==> config.mk <==
export PLATFORM = sky130hd
export DESIGN_NAME = psdi_port
export DESIGN_NICKNAME = d
export VERILOG_FILES = /design/src/pkg/psdi_pkg.sv /design/src/core/psdi_sync.sv /design/src/core/psdi_dir_mux.sv /design/src/core/psdi_port.sv
export SDC_FILE = /design/constraint.sdc
export NUM_CORES = 1
export LEC_CHECK = 0
export BUFFER_PORTS_ARGS = -buffer_cell sky130_fd_sc_hd__buf_2
export CAP_MARGIN = 15
export CELL_PAD_IN_SITES_DETAIL_PLACEMENT = 0
export CELL_PAD_IN_SITES_GLOBAL_PLACEMENT = 1
export CORE_MARGIN = 10
export CORE_UTILIZATION = 33
export CTS_CLUSTER_SIZE = 16
export DETAILED_ROUTE_END_ITERATION = 8
export PLACE_DENSITY_LB_ADDON = 0.2
export SYNTH_ARGS = -nofsm -noshare
export SYNTH_HDL_FRONTEND = slang
export SYNTH_SLANG_ARGS = --single-unit
export TNS_END_PERCENT = 100
==> constraint.sdc <==
create_clock -name ref_clk -period 3.4 [get_ports ref_clk]
set_clock_uncertainty 0.05 [all_clocks]
set_input_delay 0 -clock ref_clk [delete_from_list [all_inputs] [get_ports ref_clk]]
set_output_delay 0 -clock ref_clk [all_outputs]
set_load 0.02 [all_outputs]
==> src/pkg/psdi_pkg.sv <==
// Purpose: shared constants and carriers for the port direction and pin read-back block
// Assumes: 8-bit registers on a plain strobe port, one 50 MHz clock
// Notes: offsets are byte addresses on the register port
package psdi_pkg;
   localparam int PSDI_WIDTH = 8;
   localparam int PSDI_ADDR_W = 12;
   localparam logic [11:0] PSDI_OFS_DATA = 12'h248;
   localparam logic [11:0] PSDI_OFS_LEVEL = 12'h249;
   localparam logic [11:0] PSDI_OFS_DIR = 12'h24A;
   localparam logic [7:0] PSDI_DIR_RESET = 8'h00;
   localparam logic [7:0] PSDI_DATA_RESET = 8'h00;
   localparam logic [7:0] PSDI_UNMAPPED = 8'h00;
   localparam int PSDI_SYNC_STAGES = 2;
   // pin positions with alternate functions
   localparam int PSDI_PIN_SS = 7;
   localparam int PSDI_PIN_SCK = 6;
   localparam int PSDI_PIN_MOSI = 5;
   localparam int PSDI_PIN_MISO = 4;
   localparam int PSDI_PIN_CTX = 3;
   localparam int PSDI_PIN_CRX = 2;
   localparam int PSDI_PIN_TXD = 1;
   localparam int PSDI_PIN_RXD = 0;

   typedef struct packed {
      logic spi_routed;
      logic spi_en;
      logic [7:0] spi_dir;
      logic two_wire_bus_routed;
      logic two_wire_bus_en;
      logic pwm_channel_three_routed;
      logic pwm_channel_three_en;
      logic pwm_channel_two_routed;
      logic pwm_channel_two_en;
      logic pwm_channel_one_routed;
      logic pwm_channel_one_en;
      logic pwm_channel_zero_routed;
      logic pwm_channel_zero_en;
      logic can_en;
      logic async_serial_iface_en;
      logic pwm_channel_seven_routed;
      logic pwm_channel_seven_en;
      logic pwm_channel_seven_shutdown;
      logic pwm_channel_six_routed;
      logic pwm_channel_six_en;
   } psdi_periph_s;

   typedef struct packed {
      logic [7:0] oe;
      logic [7:0] open_drain;
   } psdi_dir_s;
endpackage

==> src/core/psdi_sync.sv <==
// Purpose: two-flop synchroniser, one per pin bit
// Assumes: input is asynchronous to ref_clk
// Notes: no reset, so the captured levels are untouched by reset
`timescale 1ns/100ps
`default_nettype none
module psdi_sync
   import psdi_pkg::*;
#(
   parameter int WIDTH = PSDI_WIDTH
) (
   input wire logic ref_clk,
   input wire logic [WIDTH-1:0] async_in,
   output logic [WIDTH-1:0] sync_out
);
   logic [WIDTH-1:0] meta_reg;
   logic [WIDTH-1:0] sync_reg;

   // first stage feeds only the second stage
   always_ff @(posedge ref_clk) begin
      meta_reg <= async_in;
      sync_reg <= meta_reg;
   end

   assign sync_out = sync_reg;
endmodule
`default_nettype wire

==> src/core/psdi_dir_mux.sv <==
// Purpose: per-pin direction resolution with fixed peripheral priority
// Assumes: enables and routing selects come from logic on ref_clk
// Notes: purely combinational
`timescale 1ns/100ps
`default_nettype none
module psdi_dir_mux
   import psdi_pkg::*;
(
   input wire logic [7:0] dir_bits,
   input wire psdi_periph_s periph,
   output psdi_dir_s dir
);
   wire spi_own = periph.spi_routed & periph.spi_en;
   wire twb_own = periph.two_wire_bus_routed & periph.two_wire_bus_en;
   wire pwm_channel_three_own = periph.pwm_channel_three_routed & periph.pwm_channel_three_en;
   wire pwm_channel_two_own = periph.pwm_channel_two_routed & periph.pwm_channel_two_en;
   wire pwm_channel_one_own = periph.pwm_channel_one_routed & periph.pwm_channel_one_en;
   wire pwm_channel_zero_own = periph.pwm_channel_zero_routed & periph.pwm_channel_zero_en;
   wire pwm_channel_seven_own = periph.pwm_channel_seven_routed & periph.pwm_channel_seven_en;
   wire pwm_channel_six_own = periph.pwm_channel_six_routed & periph.pwm_channel_six_en;
   wire sci_own = periph.async_serial_iface_en;

   wire oe7 = spi_own ? periph.spi_dir[PSDI_PIN_SS] :                 // [RULE4]
              twb_own ? 1'b1 :                                        // [RULE5]
              pwm_channel_three_own ? 1'b1 : dir_bits[PSDI_PIN_SS];                // [RULE6] [RULE3]
   wire oe6 = spi_own ? periph.spi_dir[PSDI_PIN_SCK] :
              pwm_channel_two_own ? 1'b1 : dir_bits[PSDI_PIN_SCK];               // [RULE7]
   wire oe5 = spi_own ? periph.spi_dir[PSDI_PIN_MOSI] :
              pwm_channel_one_own ? 1'b1 : dir_bits[PSDI_PIN_MOSI];              // [RULE8]
   wire oe4 = spi_own ? periph.spi_dir[PSDI_PIN_MISO] :               // [RULE9]
              twb_own ? 1'b1 :
              pwm_channel_zero_own ? 1'b1 : dir_bits[PSDI_PIN_MISO];              // [RULE10]
   wire oe3 = periph.can_en ? 1'b1 : dir_bits[PSDI_PIN_CTX];          // [RULE11]
   wire oe2 = periph.can_en ? 1'b0 : dir_bits[PSDI_PIN_CRX];          // [RULE12]
   // shutdown use turns the pin round to an input
   wire oe1 = sci_own ? 1'b1 :                                        // [RULE13]
              pwm_channel_seven_own ? ~periph.pwm_channel_seven_shutdown :         // [RULE14]
              dir_bits[PSDI_PIN_TXD];
   wire oe0 = sci_own ? 1'b0 :
              pwm_channel_six_own ? 1'b1 : dir_bits[PSDI_PIN_RXD];               // [RULE15]

   wire od7 = ~spi_own & twb_own;                                     // [RULE5]
   wire od4 = ~spi_own & twb_own;                                     // [RULE9]

   assign dir.oe = {oe7, oe6, oe5, oe4, oe3, oe2, oe1, oe0};
   assign dir.open_drain = {od7, 2'b00, od4, 4'h0};
endmodule
`default_nettype wire

==> src/core/psdi_port.sv <==
// Purpose: direction register, pin read-back and data read path for an eight-pin port
// Assumes: register port strobes come from logic on ref_clk; pins are asynchronous
// Notes: read data appears the cycle after the read strobe and only then
//
// Summary of operation
// RULE1: level read-back register returns synchronised pin levels whatever the direction.
// RULE2: level read-back ignores writes and its contents are not touched by reset.
// RULE3: direction bit one makes an output, zero an input, unless overridden.
// RULE4: pin 7 direction follows the routed enabled serial peripheral interface.
// RULE5: else pin 7 follows enabled routed two-wire bus as open-drain output.
// RULE6: else pin 7 is output when routed pwm channel three is enabled.
// RULE7: pin 6 follows serial peripheral, else output for routed pwm channel two.
// RULE8: pin 5 follows serial peripheral, else output for routed pwm channel one.
// RULE9: pin 4 follows serial peripheral, else open-drain output for two-wire bus.
// RULE10: else pin 4 is output when routed pwm channel zero is enabled.
// RULE11: pin 3 is forced to output while CAN is enabled.
// RULE12: pin 2 is forced to input while CAN is enabled.
// RULE13: pin 1 is forced output while the async serial interface is enabled.
// RULE14: else pwm channel seven on pin 1: output for channel, input for shutdown.
// RULE15: pin 0 input with async serial enabled, else output for pwm channel six.
// RULE16: reads may lag a direction change by up to two clocks.
// RULE17: data register read gives stored bit for outputs, pin level for inputs.
// RULE18: direction register resets to zero so all pins start as inputs.
`timescale 1ns/100ps
`default_nettype none
module psdi_port
   import psdi_pkg::*;
(
   input wire logic ref_clk,
   input wire logic resetn,
   input wire logic [PSDI_ADDR_W-1:0] reg_addr,
   input wire logic [7:0] reg_wdata,
   input wire logic reg_write,
   input wire logic reg_read,
   output logic [7:0] reg_rdata,
   input wire psdi_periph_s periph,
   input wire logic [7:0] periph_out,
   input wire logic [7:0] pin_in,
   output logic [7:0] pin_out,
   output logic [7:0] pin_oe,
   output logic [7:0] pin_level
);
   logic [7:0] pin_direction_select_reg;
   logic [7:0] pin_direction_select_next;
   logic [7:0] port_output_data_reg;
   logic [7:0] port_output_data_next;
   logic [7:0] reg_rdata_reg;
   logic [7:0] reg_rdata_next;
   logic [7:0] pin_level_readback;
   psdi_dir_s dir;

   // two flops per pin; this is the source of the read lag after a direction change
   psdi_sync #(
      .WIDTH(PSDI_WIDTH)
   ) u_sync (
      .ref_clk(ref_clk),
      .async_in(pin_in),
      .sync_out(pin_level_readback)                                   // [RULE1] [RULE2] [RULE16]
   );

   psdi_dir_mux u_dir (
      .dir_bits(pin_direction_select_reg),
      .periph(periph),
      .dir(dir)
   );

   wire sel_data = (reg_addr == PSDI_OFS_DATA);
   wire sel_level = (reg_addr == PSDI_OFS_LEVEL);
   wire sel_dir = (reg_addr == PSDI_OFS_DIR);

   wire wr_dir = reg_write & sel_dir;
   wire wr_data = reg_write & sel_data;

   assign pin_direction_select_next = wr_dir ? reg_wdata : pin_direction_select_reg;  // [RULE3]
   assign port_output_data_next = wr_data ? reg_wdata : port_output_data_reg;

   // stored bit for outputs, synchronised pin level for inputs
   wire [7:0] data_view = (pin_direction_select_reg & port_output_data_reg) |
                          (~pin_direction_select_reg & pin_level_readback);  // [RULE17]

   // a write to the read-back offset decodes to nothing and changes no state
   assign reg_rdata_next = ~reg_read ? 8'h00 :
                           sel_level ? pin_level_readback :           // [RULE1] [RULE2]
                           sel_dir ? pin_direction_select_reg :
                           sel_data ? data_view : PSDI_UNMAPPED;

   always_ff @(posedge ref_clk) begin
      if (!resetn) begin
         pin_direction_select_reg <= PSDI_DIR_RESET;                  // [RULE18]
         port_output_data_reg <= PSDI_DATA_RESET;
         reg_rdata_reg <= 8'h00;
      end else begin
         pin_direction_select_reg <= pin_direction_select_next;
         port_output_data_reg <= port_output_data_next;
         reg_rdata_reg <= reg_rdata_next;
      end
   end

   // owned pins drive the peripheral's value; open-drain pins only pull low
   wire [7:0] spi_mask = (periph.spi_routed & periph.spi_en) ? 8'hF0 : 8'h00;
   // forced pwm pins carry the channel even when the direction bit is already one
   wire [7:0] pwm_mask = {periph.pwm_channel_three_routed & periph.pwm_channel_three_en,
                          periph.pwm_channel_two_routed & periph.pwm_channel_two_en,
                          periph.pwm_channel_one_routed & periph.pwm_channel_one_en,
                          periph.pwm_channel_zero_routed & periph.pwm_channel_zero_en,
                          2'b00,
                          periph.pwm_channel_seven_routed & periph.pwm_channel_seven_en,
                          periph.pwm_channel_six_routed & periph.pwm_channel_six_en};
   wire [7:0] alt_mask = spi_mask | dir.open_drain | pwm_mask |
                         {4'h0, periph.can_en, 1'b0, periph.async_serial_iface_en, 1'b0};
   wire [7:0] drive_val = (alt_mask & periph_out) | (~alt_mask & port_output_data_reg);

   assign pin_out = drive_val & ~dir.open_drain;
   assign pin_oe = dir.oe & ~(dir.open_drain & drive_val);
   assign pin_level = pin_level_readback;
   assign reg_rdata = reg_rdata_reg;
endmodule
`default_nettype wire

After elaboration in Yosys (flattened, before gate mapping)
Index checks and enable logic that the tools add are counted.

Equality and inequality tests: 3. Multiplexer cells: 20. Bitwise operators: 29. Reduce and logical (&&, ||, !) cells: 1.

Operator list (count): 8-bit AND (7); 12-bit by 10-bit == test with 1-bit output, second input constant (3); 8-bit two-way mux (4); 8-bit NOT (4); 8-bit OR (4); 1-bit two-way mux (16); 1-bit AND (11); 8-bit by 4-bit OR with 8-bit output (1); 1-bit NOT (2); 2-bit AND reduction (1).

Bits in registers: 40. Input bits: 67. Output and inout bits: 32. Logic and storage cells: 58.

Logic depth before layout (Yosys ltp)
Gate-level depths: netlist of the first run.

Depth in word-level cells: 12. Depth in mapped cells: 5. Mapped depth without buffers: 3.

By module
Synthesis of the first run repeated with hierarchy kept, for this count alone.

Cells, all modules: 194. Area total of the unflattened synthesis: 1829.3 um^2.

By module, submodules not included: psdi_port (times used 1, cells each 140, area an instance 1263.7 um^2, seq. area each 480.5 um^2); psdi_sync (times used 1, cells each 16, area an instance 320.3 um^2, seq. area each 320.3 um^2); psdi_dir_mux (times used 1, cells each 38, area an instance 245.2 um^2, seq. area each 0.0 um^2).

Least setup slack after synthesis of the first run
OpenSTA, ideal clock, no wires.

Kind: reg-to-reg. Start point: register pin_direction_select_reg[6]. End point: register reg_rdata_reg[6], in the netlist reg_rdata[6]. Library setup time: 0.116 ns. Arrival time: 0.951 ns. Required time: 3.234 ns. Path slack: 2.282 ns. Cell stages (with the launch flop): 4. Buffers on the path: 0. Period minus slack after synthesis: 1.118 ns. Cells stage by stage: dfxtp_1 -> or3b_2 -> a21oi_1 -> nor4_1.

Longest elaborated chain between the ends: 6. Elaborated cells between the ends (all ways): 7. Classes of those cells: 3 x mux; 4 x bitwise.

RTL lines: start, declared (RTL line psdi_port.sv:43) `logic [7:0] pin_direction_select_reg;`; start signal, assigned (RTL line psdi_port.sv:93) `pin_direction_select_reg <= pin_direction_select_next;`; 8-bit NOT (RTL line psdi_port.sv:79) `(~pin_direction_select_reg & pin_level_readback);`; 8-bit AND (RTL line psdi_port.sv:79); 8-bit OR (RTL line psdi_port.sv:78) `wire [7:0] data_view = (pin_direction_select_reg & port_output_data_reg) |`; 8-bit two-way mux (RTL line psdi_port.sv:85) `sel_data ? data_view : PSDI_UNMAPPED;`; 8-bit two-way mux (*) (RTL line psdi_port.sv:84) `sel_dir ? pin_direction_select_reg :`; 8-bit two-way mux (*) (RTL line psdi_port.sv:83) `sel_level ? pin_level_readback :`; end signal, assigned (RTL line psdi_port.sv:95) `reg_rdata_reg <= reg_rdata_next;`; end, declared (RTL line psdi_port.sv:47) `logic [7:0] reg_rdata_reg;`.

Every way passes the cells marked *; elsewhere a longest branch is shown, timed or not. A chain may end at the register's enable or synchronous reset.

Worst setup path after layout of the first run
Same ends and word-level chain as after synthesis.

==> metrics, run 1 <==
Post-CTS Setup Inserts 0; path category of the worst min-delay check in2reg; post-cts resize count 0; Power, Total ~930 uW; Distinct cells, synth 32; M1 WL roughly 2100 um; most common cell after layout, fill and taps aside buf_2; commonest cells after routing, fill and taps aside buf_2, dfxtp_1, nand2_1; Detail Route met2 WL approximately 2400 um; Pwr Density around 370 nW/um2; final wirelength between 5000 and 6000 um; Gate Count Post-Synth approximately 180; peak supply drop 0.160 mV; CTS sink cnt 40; design area ~2500 um2; Crit path buffers/inverters 1; GRT Util Overall a little under an eighth; # IOs 99; initial cell density of the core around 34%; worst-path fanout max 4; register bit total from synthesis 40; largest net degree at the start of global routing 27; CP top delay family buffers and inverters; grt ovf 0; Layout area overhead 42.7%; port buffer count a little over 90; Cell Area, Placed approximately 2200 um2; # hold bufs at CTS 18; Max clock buf depth 2; endpoints failing setup 0; max cap viols 0; post-synthesis net count 244; wire per inst 14.2 um; dpl ws 1.97 ns; final net count about 350; post-synthesis sequential area ratio 46.2%; Finished Layout Cells between 300 and 400; Setup crit end kind flip-flop; crit share post-route roughly half; CP arrival 1.84 ns; Fin Setup TNS 0 ns; CTS root buf clkbuf_8; Inst Count DP 327; Slew headroom around two thirds; Slowest cell on crit path dlygate4sd3_1; final core occ around half; clock latency on the worst-skew pair just under 0.3 ns; RSZ-0062 raised after global routing false; status finished, final reports clean; TritonCTS Buffers 5; Slew Viols, Final 0; via/cell ratio about 4.6; Vias 1630; initial drt markers 38; HPWL after DPL between 3000 and 4000 um; Final Critical Period 1.71 ns; max incr delay on CP 0.54 ns; Fmax between 0.5 and 0.6 GHz; router iterations before antenna repair 4; worst slew pin tran 0.495 ns; post-route ant nets 0; final-report hold violation count 0; clock-pin slew of the registers on the worst-case setup and hold paths around 0.080 ns; layout cells sized above 1 roughly two fifths; Top Layer Used met4; Critical Path, Cell by Cell or3b_2, a21oi_1, nor4_1, dlygate4sd3_1; initial antenna violation count 0; first-pass GRT wire length 8270 um; CP Launch Type flip-flop; hold_ws around 0.14 ns; Fill cells roughly 500; Site Rows 26; vias in the first global route ~1700; GPL Wtd Cong approximately 0.71; Yosys warning total 0; Mapped Area between 1500 and 2000 um2; Leakage approximately 1.2 nW; DRC errors left 0; Crit Path Category reg2reg; Req. time, crit path about 3.5 ns; setup ws final 1.69 ns; routed wl met3 544 um; Core Box Area 5110 um2; Synth Area per Inst 9.79 um2; antenna cells 0; Die ar. 8550 um2; H-tree Lvls 2; CTS tree built; Die X 92.5 um; Die Y a little over 90 um
cells by family after synthesis:
logic type / Yosys count / share of synthesized area, %
flops: 40 / 46.2
simple gates: 60 / 19.0
buf+inv: 16 / 5.13
mux: 27 / 16.0
compound gates: 34 / 13.7
final timing paths:
| kind | from | cells past startpoint | slack (ns) | end |
|---|---|---|---|---|
| min reg2reg | u_sync.meta_reg[7]$_DFF_P_ | 0 | 0.28 | u_sync.sync_out[7]$_DFF_P_ |
| max reg2reg | pin_direction_select_reg[6]$_SDFFE_PN0P_ | 4 | 1.69 | reg_rdata[6]$_SDFF_PN0_ |
| max | pin_direction_select_reg[6]$_SDFFE_PN0P_ | 4 | 1.69 | reg_rdata[6]$_SDFF_PN0_ |
| min | resetn | 3 | 0.14 | port_output_data_reg[0]$_SDFFE_PN0P_ |
where the power goes:
part | internal, mW | switching (mW)
Sequential | 0.478 | 0.00455
Combinational | 0.0696 | 0.0715
Clock | 0.146 | 0.155
Total | 0.694 | 0.231
cell usage after synthesis, drive strengths merged:
| library cell | count | area share [%] |
|---|---|---|
| buf | 9 | 3.6 |
| or2 | 1 | 0.36 |
| o31ai | 1 | 0.43 |
| nor2 | 6 | 1.3 |
| nor4b | 1 | 1.4 |
| a32o | 2 | 1.2 |
| a211oi | 2 | 0.87 |
| o21ai | 2 | 0.58 |
| nor3b | 1 | 0.43 |
| a21o | 2 | 0.87 |
| mux2i | 22 | 13 |
| a221oi | 2 | 1.0 |
| and3b | 1 | 0.51 |
| a2111oi | 7 | 4.0 |
| inv | 3 | 0.65 |
| a211o | 1 | 0.51 |
| and4bb | 1 | 0.72 |
| or3b | 1 | 0.51 |
| nand4 | 3 | 2.2 |
| mux2 | 5 | 3.2 |
| dfxtp | 40 | 46 |
| and2 | 2 | 0.72 |
| nand3 | 2 | 0.58 |
| nand2 | 31 | 6.7 |
| a21oi | 15 | 4.3 |
| nor2b | 1 | 0.36 |
| nor4 | 1 | 0.36 |
| clkbuf | 4 | 0.87 |
| nand2b | 8 | 2.9 |
per-layer routing:
metal	vias up	GRT usage, %
met5	-	0
met4	0	3.08
met3	4	5.73
met2	55	20.2
met1	735	12.8
li1	836	-
layout make-up:
class                   instances  area, um2  share of cell area, %
multi-input cells             121        843                   34.1
flip-flops and latches         40        801                   32.4
repair buffers                111        646                   26.1
well taps                      70       87.6                   3.54
clock buffers                   7       76.3                   3.09
inverters                       3       11.3                  0.455
clock inverters                 1       8.76                  0.354
tightest hold or removal path: cells and delay by family:
family / cells / cell delay [ns]
mux: 1 / 0.06
simple gates: 1 / 0.12
buf+inv: 1 / 0.25
(Power assumes the default switching activity.)
==> run 2, diff against run 1 <==
Settings changed: CORE_UTILIZATION 33 to 31.
Clock period 3.4 ns to 1.6 ns, I/O delays scaled along.
==> run 2 against run 1 <==
Compared with the run above:
- sequential power is 110% higher
- core utilization is 2.1 points lower
- sequential cell count stayed put
- global-route usage is 0.67 points lower
- critical path type is now in2reg
- wire length is 2.3% higher
- design area is 2.6% higher
- first-iteration DRC count is 55% higher
==> metrics, run 2 (same netlist as run 1, synthesis figures left out) <==
status finished, final reports clean; commonest cells after routing, fill and taps aside buf_2, dfxtp_1, nand2_1; Core Box Area 5470 um2 (+7.2%); Setup crit end kind flip-flop; router iterations before antenna repair 4 (unchanged); Die ar. 8980 um2 (+5.0%); CTS tree built; Site Rows 27 (+3.8%); CP Launch Type input port; wire per inst 14.3 um (+0.28%); GRT Util Overall 11.2% (-0.67 points); antenna cells 0 (unchanged); Critical Path, Cell by Cell dlygate4sd3_1, buf_2, nor2_1, nand2_1, a2111oi_0; Cell Area, Placed 2230 um2 (+0.79%); design area 2540 um2 (+2.6%); final wirelength 5140 um (+2.3%); vias in the first global route 1651 (-5.2%); port buffer count 93 (unchanged); TritonCTS Buffers 5 (unchanged); HPWL after DPL 4030 um (+4.1%); worst-path fanout max 7 (+3); final net count 354 (+1.4%); layout cells sized above 1 40.3% (+1.1 points); Post-CTS Setup Inserts 0 (unchanged); crit share post-route ~90%; first-pass GRT wire length 7950 um (-3.8%); CP arrival 1.56 ns (-0.28 ns); max incr delay on CP 0.53 ns (about the same); CTS root buf clkbuf_8; initial drt markers 59 (+55%); worst slew pin tran 0.424 ns (-0.0704 ns); initial cell density of the core 31.7% (-2.3 points); clock-pin slew of the registers on the worst-case setup and hold paths 0.08 ns (about the same); RSZ-0062 raised after global routing false; most common cell after layout, fill and taps aside buf_2; Pwr Density 806 nW/um2 (+120%); initial antenna violation count 0 (unchanged); H-tree Lvls 2 (unchanged); CP top delay family buffers and inverters; final-report hold violation count 0 (unchanged); post-route ant nets 0 (unchanged); via/cell ratio 4.56 (-1.3%); Slowest cell on crit path dlygate4sd3_1; path category of the worst min-delay check in2reg; Layout area overhead 46.4%; DRC errors left 0 (unchanged); grt ovf 0 (unchanged); Fin Setup TNS 0 ns (unchanged); Slew headroom 71.6% (+4.7 points); Finished Layout Cells 360 (+2.0%); Max clock buf depth 2 (unchanged); Slew Viols, Final 0 (unchanged); Req. time, crit path 1.72 ns (-1.80 ns); Final Critical Period 1.44 ns; Crit Path Category in2reg; clock latency on the worst-skew pair 0.29 ns (about the same); peak supply drop 0.464 mV (+190%); # IOs 99 (unchanged); Crit path buffers/inverters 2 (+1); largest net degree at the start of global routing 16 (-41%); endpoints failing setup 0 (unchanged); Die Y 94.8 um (+2.5%); GPL Wtd Cong 0.732 (+3.5%); Die X 94.8 um (+2.5%); Leakage 1.27 nW (+2.0%); max cap viols 0 (unchanged); Fmax between 0.6 and 0.7 GHz; Inst Count DP 331 (+1.2%); final core occ 46.4% (-2.1 points); CTS sink cnt 40 (unchanged); Vias 1640 (+0.61%)
-- run 2: layout make-up --
class                      count  area [um2]
clock inverter                 2        13.8
timing repair buffer         116         691
multi-input combinational    121         845
fill                         569        2940
tap                           72        90.1
clock buffer                   6        82.6
inverter                       3        15.0
sequential                    40         801
-- run 2: tightest hold or removal path: stages --
cell     delay [ns]
buf_2          0.19
nand2_1        0.09
mux2i_1        0.05
-- run 2: through the flow --
step	worst slack [ns]	power, mW	hold WS (ns)
finish	0.162	2.05	0.0403
detailed placement	0.235	1.32	0.0536
global placement	0.227	1.32	0.0530
floorplan	0.482	1.20	-0.0223
CTS	0.146	2.08	0.0421
global route	0.00290	2.15	0.0505
-- run 2: timing repair --
item / in CTS / in global routing
setup endpoints to repair: 0 / 1
hold buffers: 21 / 0
resized for setup: 0 / 2
endpoints found under the hold margin: 25 / 0
-- run 2: final timing paths --
check / from / endpoint / slack, ns / cells past startpoint
max: reg_addr[5] / reg_rdata[5]$_SDFF_PN0_ / 0.16 / 5
min: resetn / port_output_data_reg[0]$_SDFFE_PN0P_ / 0.04 / 3
max reg2reg: pin_direction_select_reg[6]$_SDFFE_PN0P_ / reg_rdata[6]$_SDFF_PN0_ / 0.42 / 3
min reg2reg: u_sync.meta_reg[1]$_DFF_P_ / u_sync.sync_out[1]$_DFF_P_ / 0.28 / 0
-- run 2: layer usage --
metal,GRT usage [%],routed length (um),vias to the layer above
met1,13.2,2290,729
met2,18.0,2350,58
met4,4.11,65,0
li1,-,-,845
met5,0,0,-
met3,4.20,441,8
-- run 2: report_power, final --
part | switching [mW] | total (mW) | internal [mW]
Combinational | 0.154 | 0.310 | 0.156
Clock | 0.357 | 0.709 | 0.352
Sequential | 0.0105 | 1.03 | 1.02
==> run 3, diff against run 2 <==
Settings changed: ABC_AREA set to 1, PLACE_DENSITY_LB_ADDON 0.2 to 0.1.
==> run 3 against run 2 <==
Compared with the run above:
- clock power rose by 27%
- combinational power grew 3%
- total power increased by 9.8%
- synthesized cell count is 64% higher
- area after synthesis is 16% higher
- critical endpoint is now pin_oe[4]
==> metrics, run 3 <==
status finished, final reports clean; Inst Count DP 450 (+36%); RSZ-0062 raised after global routing false; list of most frequent post-synthesis cells nand2_1, nor2_1, inv_1; Critical Path, Cell by Cell inv_1, nor2_1, a21oi_1, o21ai_0, inv_1, buf_2; TritonCTS Buffers 5 (unchanged); final-report hold violation count 0 (unchanged); Crit Path Category reg2out; Fin Setup TNS 0 ns (unchanged); worst slew pin tran 0.462 ns (+0.0376 ns); largest net degree at the start of global routing 20 (+4); Synth area leader dfxtp_1; Layout area overhead 38.0%; synth top area cells dfxtp_1, nand2_1, nor2_1; path category of the worst min-delay check in2reg; crit share post-route 77.0% (-13 points); GRT Util Overall 12.0% (+0.82 points); setup ws final 0.368 ns (+0.206 ns); initial cell density of the core 31.8% (+0.10 points); layout cells sized above 1 31.3% (-9.0 points); count leader, synth nand2_1; Vias 2021 (+23%); Leakage 1.50 nW (+18%); post-cts resize count 0 (unchanged); area share of the largest cell type after synthesis 39.9% (-6.3 points); Req. time, crit path 1.55 ns (-0.17 ns); Die ar. 10100 um2 (+12%); Worst path most repeated cell inv_1; max cap viols 0 (unchanged); CP top delay family flip-flops; Fmax 0.811 GHz (+17%); first-pass GRT wire length 9750 um (+23%); clock latency on the worst-skew pair 0.29 ns (about the same); clock-pin slew of the registers on the worst-case setup and hold paths 0.08 ns (about the same); Slew headroom 69.2% (-2.5 points); post-synthesis net count 357 (+46%); final net count 462 (+31%); post-synthesis sequential area ratio 39.9% (-6.3 points); Core Box Area 6310 um2 (+15%); CTS tree built; GPL Wtd Cong 0.795 (+8.6%); Post-synth ARST share 0% (unchanged); # IOs 99 (unchanged); Power, Total 2.25 mW (+9.8%); Cell Area, Placed 2490 um2 (+12%); Site Rows 29 (+7.4%); Mapped Area 2010 um2 (+16%); initial drt markers 80 (+36%); endpoints failing setup 0 (unchanged); max incr delay on CP 0.33 ns (-0.20 ns); H-tree Lvls 2 (unchanged); final wirelength 6000 um (+17%); antenna cells 0 (unchanged); Slowest cell on crit path dfxtp_1; Crit path buffers/inverters 3 (+1); register bit total from synthesis 40 (unchanged); vias in the first global route 2080 (+26%); Slew Viols, Final 0 (unchanged); Distinct cells, synth 23 (-28%); HPWL after DPL 4630 um (+15%); Die X 100 um (+6.0%); most common cell after layout, fill and taps aside buf_2; Max clock buf depth 2 (unchanged); DRC errors left 0 (unchanged); commonest cells after routing, fill and taps aside buf_2, nand2_1, nor2_1; Final Critical Period 1.23 ns (-0.206 ns); Post-synth EDFFs 0 (unchanged); Fill cells 687 (+21%); Pwr Density 812 nW/um2 (+0.66%); grt ovf 0 (unchanged); post-route ant nets 0 (unchanged); CP arrival 1.18 ns (-0.38 ns); peak supply drop 0.377 mV (-19%); Finished Layout Cells 473 (+31%); Gate Count Post-Synth 290 (+64%); Setup crit end kind output pin; wire per inst 12.7 um (-11%); initial antenna violation count 0 (unchanged); Primary FF master, synth dfxtp_1; via/cell ratio 4.27 (-6.2%); Yosys warning total 0 (unchanged); CTS root buf clkbuf_8; R2R setup slack 0.64 ns (+0.22 ns); Die Y 100 um (+6.0%); port buffer count 93 (unchanged); design area 2770 um2 (+9.1%); dpl ws 0.352 ns (+0.117 ns); router iterations before antenna repair 4 (unchanged); CP Launch Type flip-flop; Synth Area per Inst 6.92 um2 (-29%); worst-path fanout max 2 (-5); CTS sink cnt 40 (unchanged)
-- run 3: layout make-up --
cell class                 instances  area, um2  share of cell area, %
clock inverter                     1       30.0                   1.08
clock buffer                       7       96.3                   3.48
inverter                          47        179                   6.46
sequential                        40        801                   28.9
tap                               77       96.3                   3.48
timing repair buffer             112        646                   23.3
multi-input combinational        189        920                   33.2
-- run 3: what timing repair did --
action,4_1_cts,5_1_grt
setup buffers,0,0
hold buffers,15,0
endpoints found under the hold margin,15,0
-- run 3: per-layer routing --
| layer | routed length (um) | GRT usage, % | share of wire (%) | vias up |
|---|---|---|---|---|
| met5 | 0 | 0 | 0 | - |
| met4 | 44 | 2.93 | 0.73 | 0 |
| met3 | 408 | 4.12 | 6.8 | 5 |
| met2 | 2950 | 20.8 | 49 | 61 |
| met1 | 2600 | 13.7 | 43 | 852 |
| li1 | - | - | - | 1103 |
-- run 3: stage by stage --
stage	hold slack, ns	util (%)
after floorplan	-0.0223	-
after global placement	0.0525	39.5
after detailed placement	0.0536	39.5
after CTS	0.00240	43.8
after global routing	0.0209	43.8
final	0.0000364	43.8
-- run 3: worst paths after layout --
path                                            start  cells after the start                                  endpoint
min reg2reg                u_sync.meta_reg[4]$_DFF_P_                      0                u_sync.sync_out[4]$_DFF_P_
max              port_output_data_reg[4]$_SDFFE_PN0P_                      6                                 pin_oe[4]
min                                      reg_wdata[1]                      5  pin_direction_select_reg[1]$_SDFFE_PN0P_
max reg2reg  pin_direction_select_reg[0]$_SDFFE_PN0P_                      7                   reg_rdata[0]$_SDFF_PN0_
-- run 3: where the power goes --
part           leakage, nW  total (mW)  internal [mW]  switching, mW
sequential           0.328        1.03           1.02        0.00967
combinational         1.11       0.318          0.146          0.172
clock               0.0645       0.902          0.550          0.352
-- run 3: worst min-delay path: stages --
cell and delay, ns:
buf_2 0.07, inv_1 0.05, nand2_1 0.06, nand2_1 0.04, nor2_1 0.08
-- run 3: logic make-up after synthesis --
family                 after synthesis  share of synthesized area (%)
flip-flops                          40                           39.9
multiplexers                         5                           2.81
AO/OA/AOI/OAI                       20                           5.74
AND/OR/NAND/NOR                    164                           37.3
buffers and inverters               61                           14.2
